===== config.mk =====
export PLATFORM = sky130hd
export DESIGN_NAME = spr_regs
export DESIGN_NICKNAME = d
export VERILOG_FILES = /design/src/core/spr_pkg.sv /design/src/core/spr_flags.sv /design/src/core/spr_regs.sv
export SDC_FILE = /design/constraint.sdc
export NUM_CORES = 1
export LEC_CHECK = 0
export BUFFER_PORTS_ARGS = -buffer_cell sky130_fd_sc_hd__buf_2
export CAP_MARGIN = 20
export CELL_PAD_IN_SITES_DETAIL_PLACEMENT = 0
export CELL_PAD_IN_SITES_GLOBAL_PLACEMENT = 2
export CORE_MARGIN = 2
export CORE_UTILIZATION = 30
export DETAILED_ROUTE_END_ITERATION = 10
export HOLD_SLACK_MARGIN = 0.08
export PLACE_DENSITY_LB_ADDON = 0.08
export SLEW_MARGIN = 5
export SYNTH_ARGS = -nofsm -noshare
export SYNTH_HDL_FRONTEND = slang
export SYNTH_SLANG_ARGS = --single-unit

===== constraint.sdc =====
create_clock -name CORE_CLK -period 1.76 [get_ports CORE_CLK]
set_input_delay 0.176 -clock CORE_CLK [delete_from_list [all_inputs] [get_ports CORE_CLK]]
set_output_delay 0.176 -clock CORE_CLK [all_outputs]
set_load 0.005 [all_outputs]

===== src/core/spr_pkg.sv =====
// constants, carriers and enums for the special purpose register block
// assumes one core clock and an Avalon-MM master with byte addresses
//
// Operation
// - data address is page-high byte over one of two offset-low bytes
// - two full index banks, active one picked by index bank select bit
// - link branch saves pc into link ext, high and low
// - link return reloads pc from link ext, high and low
// - code loads read program word at link address into table buffer
// - incrementing code load bumps link low afterwards, plain load does not
// - narrow program space forces pc and program address top nibble inactive
// - narrow program space skips link ext on link branch and return
// - direct addressing uses page zero or active page-high per select bit
// - global enable low masks interrupt 0 and interrupt 1
// - interrupt entry clears global enable
// - interrupt return sets global enable
// - bank select bits steer index bank and general register bank
// - stack exception raised only while its enable bit is set
// - per-interrupt enables, both ignored while global enable is low
// - alu carry held in status bit 0
// - overflow is carry into msb differing from carry out
// - zero flag set exactly when alu result is zero
// - negative flag takes result msb, loads count as alu operations
// - overflow-updating operations set negative to overflow xor msb
// - stack fault flag set on stack overflow or underflow
package spr_pkg;

    localparam int SPR_AW = 6;
    localparam int SPR_PCW = 20;

    // register byte offsets
    localparam logic [5:0] OFS_INDEX_PAGE_HIGH = 6'h00;
    localparam logic [5:0] OFS_INDEX_OFFSET_LOW0 = 6'h04;
    localparam logic [5:0] OFS_INDEX_OFFSET_LOW1 = 6'h08;
    localparam logic [5:0] OFS_LINK_EXT = 6'h0C;
    localparam logic [5:0] OFS_LINK_HIGH = 6'h10;
    localparam logic [5:0] OFS_LINK_LOW = 6'h14;
    localparam logic [5:0] OFS_TABLE_BUF_HIGH = 6'h18;
    localparam logic [5:0] OFS_TABLE_BUF_LOW = 6'h1C;
    localparam logic [5:0] OFS_SYSTEM_CONTROL_STATUS = 6'h20;
    localparam logic [5:0] OFS_ALU_STATUS = 6'h24;

    // system_control_status fields
    localparam int SCS_DIRECT_PAGE_SEL = 0;
    localparam int SCS_GLOBAL_IRQ_ENABLE = 1;
    localparam int SCS_INDEX_BANK_SEL = 2;
    localparam int SCS_GPR_BANK_LO = 3;
    localparam int SCS_GPR_BANK_HI = 4;
    localparam int SCS_STACK_EXC_ENABLE = 5;
    localparam int SCS_IRQ0_ENABLE = 6;
    localparam int SCS_IRQ1_ENABLE = 7;

    // alu_status fields
    localparam int ALS_CARRY = 0;
    localparam int ALS_OVERFLOW = 1;
    localparam int ALS_ZERO = 2;
    localparam int ALS_NEGATIVE = 3;
    localparam int ALS_STACK_FAULT = 4;
    localparam logic [7:0] ALS_WRITABLE = 8'h1F;

    // reset values
    localparam logic [7:0] RST_SYSTEM_CONTROL_STATUS = 8'h00;
    localparam logic [7:0] RST_ALU_STATUS = 8'h00;
    localparam logic [7:0] RST_SPR = 8'h00;

    // alu result as offered by the execute stage
    typedef struct packed {
        logic upd;
        logic arith;
        logic [7:0] result;
        logic carry_out;
        logic carry_msb;
    } spr_alu_t;

    // one-cycle instruction strobes from decode
    typedef struct packed {
        logic link_branch_instr;
        logic link_return_instr;
        logic code_load_instr;
        logic code_load_inc_instr;
        logic irq_enter;
        logic irq_return_instr;
    } spr_ctl_t;

    typedef enum logic [1:0] {SPR_AM_IDX0, SPR_AM_IDX1, SPR_AM_DIRECT} spr_amode_t;
    typedef enum logic {SPR_BUS_IDLE, SPR_BUS_ACK} spr_bus_t;

endpackage


===== src/core/spr_flags.sv =====
// alu flag next-value logic for alu_status bits 3..0
// assumes the execute stage supplies result, carry out and carry into msb
module spr_flags
    import spr_pkg::*;
(
    // alu side
    input spr_alu_t alu,
    // current and next carry, overflow, zero, negative
    input logic [3:0] cur,
    output logic [3:0] nxt
);

    logic ovf;

    always_comb begin
        ovf = alu.carry_msb ^ alu.carry_out;
        nxt = cur;
        if (alu.upd) begin
            nxt[ALS_ZERO] = (alu.result == 8'h00);
            // loads and logic ops keep carry and overflow
            nxt[ALS_NEGATIVE] = alu.result[7];
            if (alu.arith) begin
                nxt[ALS_CARRY] = alu.carry_out;
                nxt[ALS_OVERFLOW] = ovf;
                nxt[ALS_NEGATIVE] = ovf ^ alu.result[7];
            end
        end
    end

endmodule


===== src/core/spr_regs.sv =====
// special purpose registers: index banks, link, table buffer, two status regs
// assumes decode strobes last one cycle and program data is valid with the strobe
module spr_regs
    import spr_pkg::*;
(
    // clock and reset
    input logic CORE_CLK,
    input logic RST_B,
    // avalon-mm slave
    input logic [SPR_AW-1:0] AVS_ADDRESS,
    input logic AVS_READ,
    input logic AVS_WRITE,
    input logic [31:0] AVS_WRITEDATA,
    output logic [31:0] AVS_READDATA,
    output logic AVS_WAITREQUEST,
    // decode and execute
    input spr_ctl_t CTL,
    input spr_alu_t ALU,
    input logic [SPR_PCW-1:0] PC_IN,
    output logic [SPR_PCW-1:0] PC_RESTORE,
    // program memory
    input logic NARROW_PROG_SPACE_N,
    output logic [SPR_PCW-1:0] PROG_ADDR_OUT,
    output logic CODE_RD,
    input logic [15:0] PROG_DATA,
    // data memory addressing
    input spr_amode_t ADDR_MODE,
    input logic [7:0] DIRECT_OFFSET,
    output logic [15:0] DATA_ADDR,
    output logic [1:0] GPR_BANK,
    // interrupts and stack
    input logic IRQ0_REQ,
    input logic IRQ1_REQ,
    output logic IRQ0_TAKE,
    output logic IRQ1_TAKE,
    input logic STACK_OVF,
    input logic STACK_UNF,
    output logic STACK_EXC
);

    spr_bus_t bus_ff;
    logic [7:0] idh_ff [2];
    logic [7:0] index_offset_low0_ff [2];
    logic [7:0] index_offset_low1_ff [2];
    logic [3:0] link_ext_ff;
    logic [7:0] link_high_ff;
    logic [7:0] link_low_ff;
    logic [7:0] tbh_ff;
    logic [7:0] tbl_ff;
    logic [7:0] scs_ff;
    logic [7:0] als_ff;
    logic [31:0] rdata_ff;
    logic [SPR_PCW-1:0] pa_ff;
    logic [15:0] daddr_ff;
    logic irq0_ff;
    logic irq1_ff;
    logic sexc_ff;
    logic bank;
    logic wide;
    logic wr_go;
    logic [7:0] wb;
    logic [7:0] rsel;
    logic [3:0] nxt_flags;
    logic stack_ev;
    logic code_ld;

    assign bank = scs_ff[SCS_INDEX_BANK_SEL];
    assign wide = NARROW_PROG_SPACE_N;
    assign wb = AVS_WRITEDATA[7:0];
    assign stack_ev = STACK_OVF | STACK_UNF;
    assign code_ld = CTL.code_load_instr | CTL.code_load_inc_instr;

    // one wait cycle per access; the write lands on the edge after the one that ends the wait
    assign AVS_WAITREQUEST = (AVS_READ | AVS_WRITE) & (bus_ff == SPR_BUS_IDLE);
    assign wr_go = AVS_WRITE & (bus_ff == SPR_BUS_ACK);

    always_ff @(posedge CORE_CLK or negedge RST_B) begin
        if (!RST_B) begin
            bus_ff <= SPR_BUS_IDLE;
        end else begin
            case (bus_ff)
                SPR_BUS_IDLE: begin
                    if (AVS_READ | AVS_WRITE) begin
                        bus_ff <= SPR_BUS_ACK;
                    end
                end
                default: begin
                    bus_ff <= SPR_BUS_IDLE;
                end
            endcase
        end
    end

    // read mux; unmapped offsets read zero
    always_comb begin
        if (AVS_ADDRESS == OFS_INDEX_PAGE_HIGH) begin
            rsel = idh_ff[bank];
        end else if (AVS_ADDRESS == OFS_INDEX_OFFSET_LOW0) begin
            rsel = index_offset_low0_ff[bank];
        end else if (AVS_ADDRESS == OFS_INDEX_OFFSET_LOW1) begin
            rsel = index_offset_low1_ff[bank];
        end else if (AVS_ADDRESS == OFS_LINK_EXT) begin
            rsel = {4'h0, link_ext_ff};
        end else if (AVS_ADDRESS == OFS_LINK_HIGH) begin
            rsel = link_high_ff;
        end else if (AVS_ADDRESS == OFS_LINK_LOW) begin
            rsel = link_low_ff;
        end else if (AVS_ADDRESS == OFS_TABLE_BUF_HIGH) begin
            rsel = tbh_ff;
        end else if (AVS_ADDRESS == OFS_TABLE_BUF_LOW) begin
            rsel = tbl_ff;
        end else if (AVS_ADDRESS == OFS_SYSTEM_CONTROL_STATUS) begin
            rsel = scs_ff;
        end else if (AVS_ADDRESS == OFS_ALU_STATUS) begin
            rsel = als_ff;
        end else begin
            rsel = 8'h00;
        end
    end

    always_ff @(posedge CORE_CLK or negedge RST_B) begin
        if (!RST_B) begin
            rdata_ff <= 32'h0000_0000;
        end else if (AVS_READ & (bus_ff == SPR_BUS_IDLE)) begin
            rdata_ff <= {24'h00_0000, rsel};
        end
    end

    assign AVS_READDATA = rdata_ff;

    // index banks; software reaches only the active bank
    generate
        for (genvar b = 0; b < 2; b++) begin : g_bank
            always_ff @(posedge CORE_CLK or negedge RST_B) begin
                if (!RST_B) begin
                    idh_ff[b] <= RST_SPR;
                    index_offset_low0_ff[b] <= RST_SPR;
                    index_offset_low1_ff[b] <= RST_SPR;
                end else if (wr_go && (bank == 1'(b))) begin
                    if (AVS_ADDRESS == OFS_INDEX_PAGE_HIGH) begin
                        idh_ff[b] <= wb;
                    end else if (AVS_ADDRESS == OFS_INDEX_OFFSET_LOW0) begin
                        index_offset_low0_ff[b] <= wb;
                    end else if (AVS_ADDRESS == OFS_INDEX_OFFSET_LOW1) begin
                        index_offset_low1_ff[b] <= wb;
                    end
                end
            end
        end
    endgenerate

    // link registers; decode strobes outrank a bus write in the same cycle
    always_ff @(posedge CORE_CLK or negedge RST_B) begin
        if (!RST_B) begin
            link_ext_ff <= 4'h0;
            link_high_ff <= RST_SPR;
            link_low_ff <= RST_SPR;
        end else if (CTL.link_branch_instr) begin
            if (wide) begin
                link_ext_ff <= PC_IN[19:16];
            end
            link_high_ff <= PC_IN[15:8];
            link_low_ff <= PC_IN[7:0];
        end else if (CTL.code_load_inc_instr) begin
            link_low_ff <= link_low_ff + 8'h01;
        end else if (wr_go) begin
            if (AVS_ADDRESS == OFS_LINK_EXT) begin
                link_ext_ff <= wb[3:0];
            end else if (AVS_ADDRESS == OFS_LINK_HIGH) begin
                link_high_ff <= wb;
            end else if (AVS_ADDRESS == OFS_LINK_LOW) begin
                link_low_ff <= wb;
            end
        end
    end

    // return target; the top nibble stays idle in the narrow space
    assign PC_RESTORE = {wide ? link_ext_ff : 4'h0, link_high_ff, link_low_ff};

    // code reads use the link address in place of the pc
    always_ff @(posedge CORE_CLK or negedge RST_B) begin
        if (!RST_B) begin
            pa_ff <= '0;
        end else if (code_ld) begin
            pa_ff <= {wide ? link_ext_ff : 4'h0, link_high_ff, link_low_ff};
        end else begin
            pa_ff <= {wide ? PC_IN[19:16] : 4'h0, PC_IN[15:0]};
        end
    end

    assign PROG_ADDR_OUT = pa_ff;
    assign CODE_RD = code_ld;

    always_ff @(posedge CORE_CLK or negedge RST_B) begin
        if (!RST_B) begin
            tbh_ff <= RST_SPR;
            tbl_ff <= RST_SPR;
        end else if (code_ld) begin
            tbh_ff <= PROG_DATA[15:8];
            tbl_ff <= PROG_DATA[7:0];
        end else if (wr_go) begin
            if (AVS_ADDRESS == OFS_TABLE_BUF_HIGH) begin
                tbh_ff <= wb;
            end else if (AVS_ADDRESS == OFS_TABLE_BUF_LOW) begin
                tbl_ff <= wb;
            end
        end
    end

    // system control/status; interrupt entry wins over return and bus
    always_ff @(posedge CORE_CLK or negedge RST_B) begin
        if (!RST_B) begin
            scs_ff <= RST_SYSTEM_CONTROL_STATUS;
        end else begin
            if (wr_go && (AVS_ADDRESS == OFS_SYSTEM_CONTROL_STATUS)) begin
                scs_ff <= wb;
            end
            if (CTL.irq_enter) begin
                scs_ff[SCS_GLOBAL_IRQ_ENABLE] <= 1'b0;
            end else if (CTL.irq_return_instr) begin
                scs_ff[SCS_GLOBAL_IRQ_ENABLE] <= 1'b1;
            end
        end
    end

    // nothing here saves the status regs on entry; handlers must do it
    assign GPR_BANK = scs_ff[SCS_GPR_BANK_HI:SCS_GPR_BANK_LO];

    spr_flags u_flags (
        .alu(ALU),
        .cur(als_ff[3:0]),
        .nxt(nxt_flags)
    );

    // alu_status; a stack event beats a clearing write
    always_ff @(posedge CORE_CLK or negedge RST_B) begin
        if (!RST_B) begin
            als_ff <= RST_ALU_STATUS;
        end else begin
            if (ALU.upd) begin
                als_ff[3:0] <= nxt_flags;
            end else if (wr_go && (AVS_ADDRESS == OFS_ALU_STATUS)) begin
                als_ff[3:0] <= wb[3:0];
            end
            if (stack_ev) begin
                als_ff[ALS_STACK_FAULT] <= 1'b1;
            end else if (wr_go && (AVS_ADDRESS == OFS_ALU_STATUS)) begin
                als_ff[ALS_STACK_FAULT] <= wb[ALS_STACK_FAULT];
            end
            als_ff[7:5] <= 3'b000;
        end
    end

    // data address, registered so the memory sees a clean bus
    always_ff @(posedge CORE_CLK or negedge RST_B) begin
        if (!RST_B) begin
            daddr_ff <= 16'h0000;
        end else begin
            case (ADDR_MODE)
                SPR_AM_IDX0: daddr_ff <= {idh_ff[bank], index_offset_low0_ff[bank]};
                SPR_AM_IDX1: daddr_ff <= {idh_ff[bank], index_offset_low1_ff[bank]};
                default: begin
                    if (scs_ff[SCS_DIRECT_PAGE_SEL]) begin
                        daddr_ff <= {idh_ff[bank], DIRECT_OFFSET};
                    end else begin
                        daddr_ff <= {8'h00, DIRECT_OFFSET};
                    end
                end
            endcase
        end
    end

    assign DATA_ADDR = daddr_ff;

    // interrupt gating and stack exception
    always_ff @(posedge CORE_CLK or negedge RST_B) begin
        if (!RST_B) begin
            irq0_ff <= 1'b0;
            irq1_ff <= 1'b0;
            sexc_ff <= 1'b0;
        end else begin
            irq0_ff <= IRQ0_REQ & scs_ff[SCS_IRQ0_ENABLE] & scs_ff[SCS_GLOBAL_IRQ_ENABLE];
            irq1_ff <= IRQ1_REQ & scs_ff[SCS_IRQ1_ENABLE] & scs_ff[SCS_GLOBAL_IRQ_ENABLE];
            sexc_ff <= stack_ev & scs_ff[SCS_STACK_EXC_ENABLE];
        end
    end

    assign IRQ0_TAKE = irq0_ff;
    assign IRQ1_TAKE = irq1_ff;
    assign STACK_EXC = sexc_ff;
endmodule


## After elaboration in Yosys (flattened, before gate mapping)

Index checks and enable logic that the tools add are counted.

- Bitwise gates (word level): 18
- Mux-type cells: 58
- Add/subtract/negate cells: 1
- Eq/ne operators: 17
- Reduce and logical (&&, ||, !) cells: 30
- Order comparisons: 1

Operators with widths:

| cell | count |
|---|---|
| $mux W8 | 36 |
| $mux W4 | 9 |
| $pmux W16 S2 | 1 |
| $eq A6 B5 Y1 const B | 4 |
| $mux W20 | 1 |
| $reduce_and A4 Y1 | 5 |
| $mux W16 | 1 |
| $reduce_bool A2 Y1 | 8 |
| $eq A6 B4 Y1 const B | 2 |
| $eq A6 B6 Y1 const B | 2 |
| $reduce_and A3 Y1 | 3 |
| $reduce_bool A3 Y1 | 3 |
| $add A8 B1 Y8 const B | 1 |
| $and A1 B1 Y1 | 8 |
| $logic_not A8 Y1 | 1 |
| $reduce_and A2 Y1 | 4 |
| $mux W1 | 7 |
| $eq A6 B3 Y1 const B | 1 |
| $logic_not A6 Y1 | 1 |
| $ne A2 B2 Y1 const B | 3 |
| $ne A3 B3 Y1 const B | 2 |
| $mux W5 | 1 |
| $logic_and A1 B1 Y1 | 4 |
| $mux W2 | 2 |
| other kinds (8) | 15 |

- Flip-flop bits (word level): 145
- Bits of input ports: 111
- Output and inout bits: 95
- Word-level logic and storage cells: 148

## Depth between registers and ports, before layout

Gate-level depths: netlist (run 1).

- Depth after elaboration: 11
- Mapped depth: 7
- Gate-level depth less buffers: 6

## Modules after synthesis

From an unflattened synthesis (run 1), not the netlist that was laid out.

- Cells, all modules: 723
- Area total of the unflattened synthesis: 7674.9 um2

By module, submodules not included:

| module | area each (um2) | cells each | sequential area each (um2) | instances |
|---|---|---|---|---|
| spr_regs | 7586.0 | 707 | 3628.5 | 1 |
| spr_flags | 88.8 | 16 | 0.0 | 1 |

## Least setup slack after synthesis (run 1)

OpenSTA, ideal clock, no wires.

- Path type: reg2reg
- Start: register scs_ff[2]
- End: register rdata_ff[4], in the netlist AVS_READDATA[4]
- Clock period less this slack: 1.924 ns
- Data required time: 1.634 ns
- Library setup time: 0.126 ns
- Stages on the path, launching flop included: 8
- Arrival time: 1.798 ns
- Path buffers: 3
- Setup slack: -0.164 ns
- Cell sequence: dfrtp_1 buf_2 buf_2 buf_2 mux2i_1 o22ai_1 a221oi_1 nor2_1

- Longest elaborated chain between the ends: 7
- Elaborated cells on any way between the ends: 13
- Those cells by class: 12 x mux; 1 x bitwise

Ends and longest elaborated chain:

| what | RTL line | RTL |
|---|---|---|
| start: declaration | spr_regs.sv:50 | `logic [7:0] scs_ff;` |
| start signal: assignment | spr_regs.sv:216 | `scs_ff <= wb;` |
| $not A1 Y2 (not written as such) (*) | spr_regs.sv:97, spr_regs.sv:99, spr_regs.sv:101 |  |
| $mux W8 (not written as such) (3 in a row) | spr_regs.sv:101 | `rsel = index_offset_low1_ff[bank];` |
| $mux W8 | spr_regs.sv:100 | `end else if (AVS_ADDRESS == OFS_INDEX_OFFSET_LOW1) begin` |
| $mux W8 | spr_regs.sv:98 | `end else if (AVS_ADDRESS == OFS_INDEX_OFFSET_LOW0) begin` |
| $mux W8 (*) | spr_regs.sv:96 | `if (AVS_ADDRESS == OFS_INDEX_PAGE_HIGH) begin` |
| end signal: assignment | spr_regs.sv:125 | `rdata_ff <= {24'h00_0000, rsel};` |
| end: declaration | spr_regs.sv:52 | `logic [31:0] rdata_ff;` |

Mark *: on every way between the ends. The rest lies on a longest branch, timed or not. The select of a mux whose other input is x is not followed.
A chain may end at the register's enable or synchronous reset.

## Final worst setup path (run 1)

Ends and elaborated chain as after synthesis.

==> results of run 1 <==
-- flip-flops by register name, summed over array words and instances, names as in the netlist --
signal and count:
PROG_ADDR_OUT 20, DATA_ADDR 16, idh_ff 16, index_offset_low0_ff 16, index_offset_low1_ff 16, AVS_READDATA 8, link_high_ff 8, link_low_ff 8
scs_ff 8, tbh_ff 8, tbl_ff 8, als_ff 5, link_ext_ff 4, IRQ0_TAKE 1, IRQ1_TAKE 1, STACK_EXC 1
bus_ff 1
-- worst max-delay path by stage --
stage               cells past startpoint                   from  slack (ns)                     endpoint
global route                            7  scs_ff[2]$_DFFE_PN0P_       -0.05  AVS_READDATA[3]$_DFFE_PN0P_
CTS                                     6  scs_ff[2]$_DFFE_PN0P_       -0.05  AVS_READDATA[0]$_DFFE_PN0P_
finish                                  6  scs_ff[2]$_DFFE_PN0P_        0.01  AVS_READDATA[4]$_DFFE_PN0P_
detailed placement                      7         AVS_ADDRESS[1]       -0.17        als_ff[0]$_DFFE_PN0P_
global placement                        4         AVS_ADDRESS[1]       -0.15       idh_ff[12]$_DFFE_PN0P_
floorplan                               6         AVS_ADDRESS[2]      0.0008       idh_ff[10]$_DFFE_PN0P_
-- metal layers --
metal / wire length (um) / share of wire [%] / track usage, %
met3: 1240 / 4.9 / 3.34
met1: 11900 / 47 / 27.8
met5: 0 / 0 / 0
met2: 11600 / 46 / 31.3
met4: 394 / 1.6 / 5.39
-- placed cells by master, fill, tap and decap left out, types with 3 or more instances in the layout --
cell,instances
buf_2,155
dfrtp_1,142
nand2_1,102
buf_4,70
dlygate4sd3_1,64
mux2_2,62
mux2i_1,59
o21ai_0,38
nor2_1,32
a21oi_1,24
conb_1,24
clkbuf_16,17
mux4_2,10
nand3_1,10
o21ai_1,9
mux2_4,8
nor3_1,7
buf_12,7
o22ai_1,6
a221oi_1,6
a21boi_0,5
and3_1,5
nand2b_1,5
a211oi_1,5
and2_1,4
inv_1,4
nor2b_1,4
o211ai_1,4
xnor2_1,4
xor2_1,4
bufinv_16,4
buf_6,4
nor2_2,3
a31oi_1,3
o32a_1,3
a221o_1,3
dfrtp_2,3
inv_6,3
-- cells by family after synthesis --
logic type	share of synthesized area (%)
simple gates	12.7
xor+xnor	0.930
other cells	0.0498
mux	22.1
fa+ha+maj	0.166
flops	48.1
compound gates	10.2
buf+inv	5.74
-- worst max-delay path: cells and delay by family, from the launching register on --
| kind | cells | cell delay [ns] |
|---|---|---|
| AOI/OAI and AO/OA | 2 | 0.34 |
| and+or+nand+nor | 1 | 0.06 |
| DFF | 1 | 0.52 |
| muxes | 1 | 0.50 |
| buffers and inverters | 2 | 0.21 |
-- cell type report --
| type | count | area share (%) |
|---|---|---|
| sequential | 145 | 34.7 |
| multi-input combinational | 492 | 34.6 |
| timing repair buffer | 301 | 20.5 |
| clock buffer | 19 | 4.24 |
| tap | 330 | 3.95 |
| clock inverter | 11 | 1.71 |
| inverter | 6 | 0.215 |
-- power by group --
group	switching (mW)	total (mW)	leakage, nW	internal (mW)
logic	0.783	1.58	2.85	0.795
clock network	1.51	3.93	0.302	2.42
registers	0.225	3.83	1.86	3.60
total	2.52	9.34	5.01	6.82
-- timing repair --
item | CTS | global route
gates resized for setup | 1 | 26
setup endpoints to repair | 11 | 34
buffers inserted | 1 | 6
hold endpoints to repair | 117 | 0
pin swaps | 1 | 1
hold buffers | 64 | 0
==> summary.txt, run 1 <==
Logic synthesis
  • Synth top area cells: dfrtp_1 48%, mux2_2 9.3%, mux2i_1 8.2%
  • Sequential share of the synthesized area: between 40% and 50%
  • Post-synth top area share: between 40% and 50%
  • Mean Syn Cell Area: 10.8 sq um
  • Async set-or-reset flop fraction in the synthesized netlist: 100%
  • EDFF count, synth: 0
  • Top-count cell post-synth: dfrtp_1
  • Synth cell types: 61
  • Post-synth top cells: 145 x dfrtp_1, 102 x nand2_1, 62 x mux2_2, 62 x mux2i_1, 41 x o21ai_0
  • Synthesized flop and latch total: ~150
  • Leading area contributor after synthesis: dfrtp_1
  • Post-Syn Area: 0.00754 sq mm
  • Syn Inst Count: 696
  • Primary FF master, synth: dfrtp_1
  • Synth warnings: 0

Critical path
  • Critical R2R Capture: AVS_READDATA[4]$_DFFE_PN0P_
  • R2R setup slack: between 0.009 and 0.01 ns
  • Required @ worst endpoint: 2.07 ns
  • Slowest stage delay, CP: ~0.52 ns
  • Slowest CP cell: dfrtp_2
  • R2R depth: 6
  • Crit-path max FO: 7
  • Critical path arrival: ~2.1 ns
  • Startpoint types: flip-flop
  • Crit Path Category: reg -> reg
  • Reg-to-reg startpoint: scs_ff[2]$_DFFE_PN0P_
  • Crit path capture type: flip-flop
  • Crit-path cells: buf_6 -> mux4_2 -> inv_2 -> o22ai_2 -> a221oi_2 -> nor2_1

Finish
  • Layout cells sized above 1: between 30% and 40%
  • Sequential cell area: about 0.0036 sq mm
  • Core Util, Final: 42.0%
  • Area Growth Syn to Fin: 38.7%
  • Post-route cell area: about 0.010 sq mm
  • ANT cells: 0
  • Final Non-Filler Cells: 1304
  • FILL cells: around 2500
  • Final nets: 1075
  • Footprint of the multi-input gates: between 0.003 and 0.004 sq mm

Worst hold path
  • Worst Hold Class: in -> reg
  • Hold path cells: 3
  • Min-delay src: ALU[1]
  • Worst Hold End: als_ff[0]$_DFFE_PN0P_

Route
  • Vias/cell: between 4 and 5
  • Initial DRC Count: 281
  • DRT Wirelength: ~25000 um
  • Final ANT Viol Nets: 0
  • Wire per inst: 19.3 um
  • Pre-Repair DR Iteration Count: 6
  • DRC: 0
  • Total number of vias: 6249

Floorplan
  • Core area: 0.0249 sq mm
  • Die W: ~160 um
  • Die H: around 160 um
  • I/O Pins: a little over 200
  • Row cnt: between 50 and 60
  • Starting Density: between 30 and 40%
  • Die ar.: between 0.02 and 0.03 sq mm

Timing
  • Fmax: about 0.57 GHz
  • Setup ws final: 0.00957 ns
  • Least-Margin Pin Slew: about 0.55 ns
  • Max Slew Vio Count: 0
  • Setup TNS: 0 ns
  • Max-Slew Margin vs Limit: a little over three fifths
  • RSZ-0062 raised after global routing: yes
  • Final Hold Viols: 0
  • Clk_skew: roughly 0.01 ns
  • Min Hold Slack: approximately 0.11 ns
  • Crit path time final: 1.75 ns
  • Fin crit share: about 100%
  • Setup violations, final: 0

GRT
  • Largest net degree at the start of global routing: 53
  • Gr usage total: 19.7%
  • Initial antenna violation count: 0
  • Vias in the first global route: between 6000 and 7000
  • Gr ovfl total: 0
  • Global-route wire length before repair: around 39000 um

Job
  • Max-cap viol count: 0

Place
  • Port-buffer cells: around 160
  • DP Worst Slack: -0.166 ns
  • Placed cells: around 1200
  • Gpl congestion: roughly 0.86
  • Post-Place Cell Area: 0.00905 sq mm
  • HPWL Detailed: 18600 um

Power and ir drop
  • Pwr Total: slightly above 9 mW
  • Leakage: between 5 and 6 nW
  • Peak supply drop: slightly above 0.0004 V
  • Pwr Density: just under 900 mW/mm^2

Clock network
  • Max clock buf depth: 2
  • CTS sink count: 145
  • Later-pin clock latency in the skew report: approximately 0.43 ns
  • H-tree lvl count: 4
  • CTS Buf Count: 17
  • CTS tree: yes
  • Clk pin slew, worst setup/hold paths: around 0.060 ns
  • Root Buffer: clkbuf_16

Outcome
  • Status: finished clean
No activity file was read; power rests on OpenSTA's default activity.
==> inputs of run 2 (changes only) <==
Settings changed: MAX_ROUTING_LAYER from default to met4.
==> summary.txt, run 2 (same netlist as run 1, synthesis figures left out) <==
Outcome
  • Status: finished clean

Route
  • Pre-Repair DR Iteration Count: 4
  • Initial DRC Count: between 200 and 300
  • DRT Wirelength: between 20000 and 30000 um
  • Final ANT Viol Nets: 0
  • Vias/cell: 4.80
  • Total number of vias: about 6300
  • Wire per inst: approximately 19 um
  • DRC: 0

Critical path
  • Crit-path max FO: 7
  • Worst setup startpoint: scs_ff[2]$_DFFE_PN0P_
  • Crit path capture type: flip-flop
  • R2R depth: 6
  • Required @ worst endpoint: between 2 and 2.5 ns
  • Crit-path cells: buf_6 -> mux4_2 -> inv_2 -> o22ai_2 -> a221oi_2 -> nor2_1
  • Startpoint types: flip-flop
  • Slowest CP cell: dfrtp_2
  • Crit Path Category: reg -> reg
  • Slowest stage delay, CP: roughly 0.52 ns
  • Critical path arrival: 2.07 ns
  • Reg-to-reg startpoint: scs_ff[2]$_DFFE_PN0P_

Power and ir drop
  • Pwr Density: a little under 900 mW/mm^2
  • Pwr Total: a little over 9 mW
  • Leakage: 5.01 nW
  • Peak supply drop: 0.000410 V

Clock network
  • Clk pin slew, worst setup/hold paths: approximately 0.06 ns
  • CTS tree: yes
  • CTS Buf Count: 17
  • Root Buffer: clkbuf_16
  • H-tree lvl count: 4
  • CTS sink count: about 150
  • Max clock buf depth: 2
  • Later-pin clock latency in the skew report: 0.43 ns

Floorplan
  • Die W: between 150 and 200 um
  • Starting Density: a little under a third
  • Die H: between 150 and 200 um
  • Row cnt: 58
  • Core area: about 0.025 sq mm
  • Die ar.: between 0.02 and 0.03 sq mm
  • I/O Pins: slightly above 200

Worst hold path
  • Hold path cells: 3
  • Worst Hold Class: in -> reg
  • Min-delay src: ALU[1]

Timing
  • Max Slew Vio Count: 0
  • Setup ws final: 0.00223 ns
  • Final Hold Viols: 0
  • Fin crit share: between 90% and 100%
  • Clk_skew: 0.00873 ns
  • Fmax: around 0.57 GHz
  • Crit path time final: about 1.8 ns
  • Max-Slew Margin vs Limit: between 60% and 70%
  • RSZ-0062 raised after global routing: yes
  • Setup violations, final: 0
  • Least-Margin Pin Slew: roughly 0.57 ns

Finish
  • Core Util, Final: 42.0%
  • Most frequent cells in the layout: 155 x buf_2, 142 x dfrtp_1, 102 x nand2_1, 70 x buf_4, 64 x dlygate4sd3_1
  • Area Growth Syn to Fin: 38.6%
  • Max reg flops: 20
  • Final Non-Filler Cells: ~1300
  • Final nets: between 1000 and 1500
  • Most common cell after layout, fill and taps aside: buf_2
  • Layout cells sized above 1: ~39%

GRT
  • Vias in the first global route: between 6000 and 7000
  • Gr ovfl total: 0
  • Gr usage total: between 20% and 30%
  • Largest net degree at the start of global routing: 53
  • Global-route wire length before repair: a little under 40000 um
  • Initial antenna violation count: 0

Place
  • Port-buffer cells: between 150 and 200
  • Gpl congestion: 0.870
  • Placed cells: about 1200
  • DP Worst Slack: -0.166 ns
  • HPWL Detailed: about 19000 um

Job
  • Max-cap viol count: 0
==> run 2: cell count changes in the layout (fill, tap and decap cells not counted) <==
| cell | change |
|---|---|
| diode_2 | +1 |
| mux2i_4 | -1 |
| mux2i_2 | +1 |
==> run 2: per-layer routing <==
layer  track usage [%]  vias to the layer above  part of all wire [%]
met5                 -                        -                     0
met4              5.39                        0                   1.5
met3              3.41                       23                   4.9
met2              31.2                      165                    46
met1              28.0                     3117                    47
li1                  -                     2958                     -
==> run 2: worst max-delay path, delay by kind of cell (launching register included) <==
family	cells	cell delay, ns
and+or+nand+nor	1	0.06
DFF	1	0.52
AOI/OAI and AO/OA	2	0.34
muxes	1	0.50
buffers and inverters	2	0.21
==> run 2: timing repair <==
item,CTS,global route
pin swaps,1,1
setup buffers,1,6
gates resized for setup,1,25
endpoints found under the setup margin,11,34
endpoints found under the hold margin,117,0
hold buffers,64,0
==> run 2: where the power goes <==
| group | internal (mW) | switching [mW] |
|---|---|---|
| logic | 0.793 | 0.783 |
| registers | 3.60 | 0.225 |
| clock network | 2.42 | 1.52 |
| total | 6.81 | 2.53 |
==> run 2: path summary, 6_finish.rpt <==
kind                                          endpoint  slack [ns]
max                        AVS_READDATA[4]$_DFFE_PN0P_       0.002
min                              als_ff[0]$_DFFE_PN0P_        0.11
max reg2reg                AVS_READDATA[4]$_DFFE_PN0P_       0.002
min reg2reg                      idh_ff[7]$_DFFE_PN0P_        0.50
max in group asynchronous        idh_ff[9]$_DFFE_PN0P_        0.86
min in group asynchronous   PROG_ADDR_OUT[7]$_DFF_PN0_        0.27
==> run 2: stage by stage <==
step	hold slack (ns)	instance area [sq um]	setup TNS (ns)
floorplan	-0.120	7650	0
global placement	0.166	9050	-6.49
detailed placement	0.177	9050	-8.05
CTS	0.0876	10300	-0.137
global route	0.168	10400	-0.159
finish	0.109	10400	0
==> run 2: cell type report <==
type | instances | area [sq um]
inverters | 6 | 22.5
well taps | 330 | 413
multi-input cells | 492 | 3610
diodes | 1 | 2.50
repair buffers | 301 | 2140
fillers | 2469 | 14400
flip-flops and latches | 145 | 3630
clock buffers | 19 | 443
clock inverters | 11 | 179
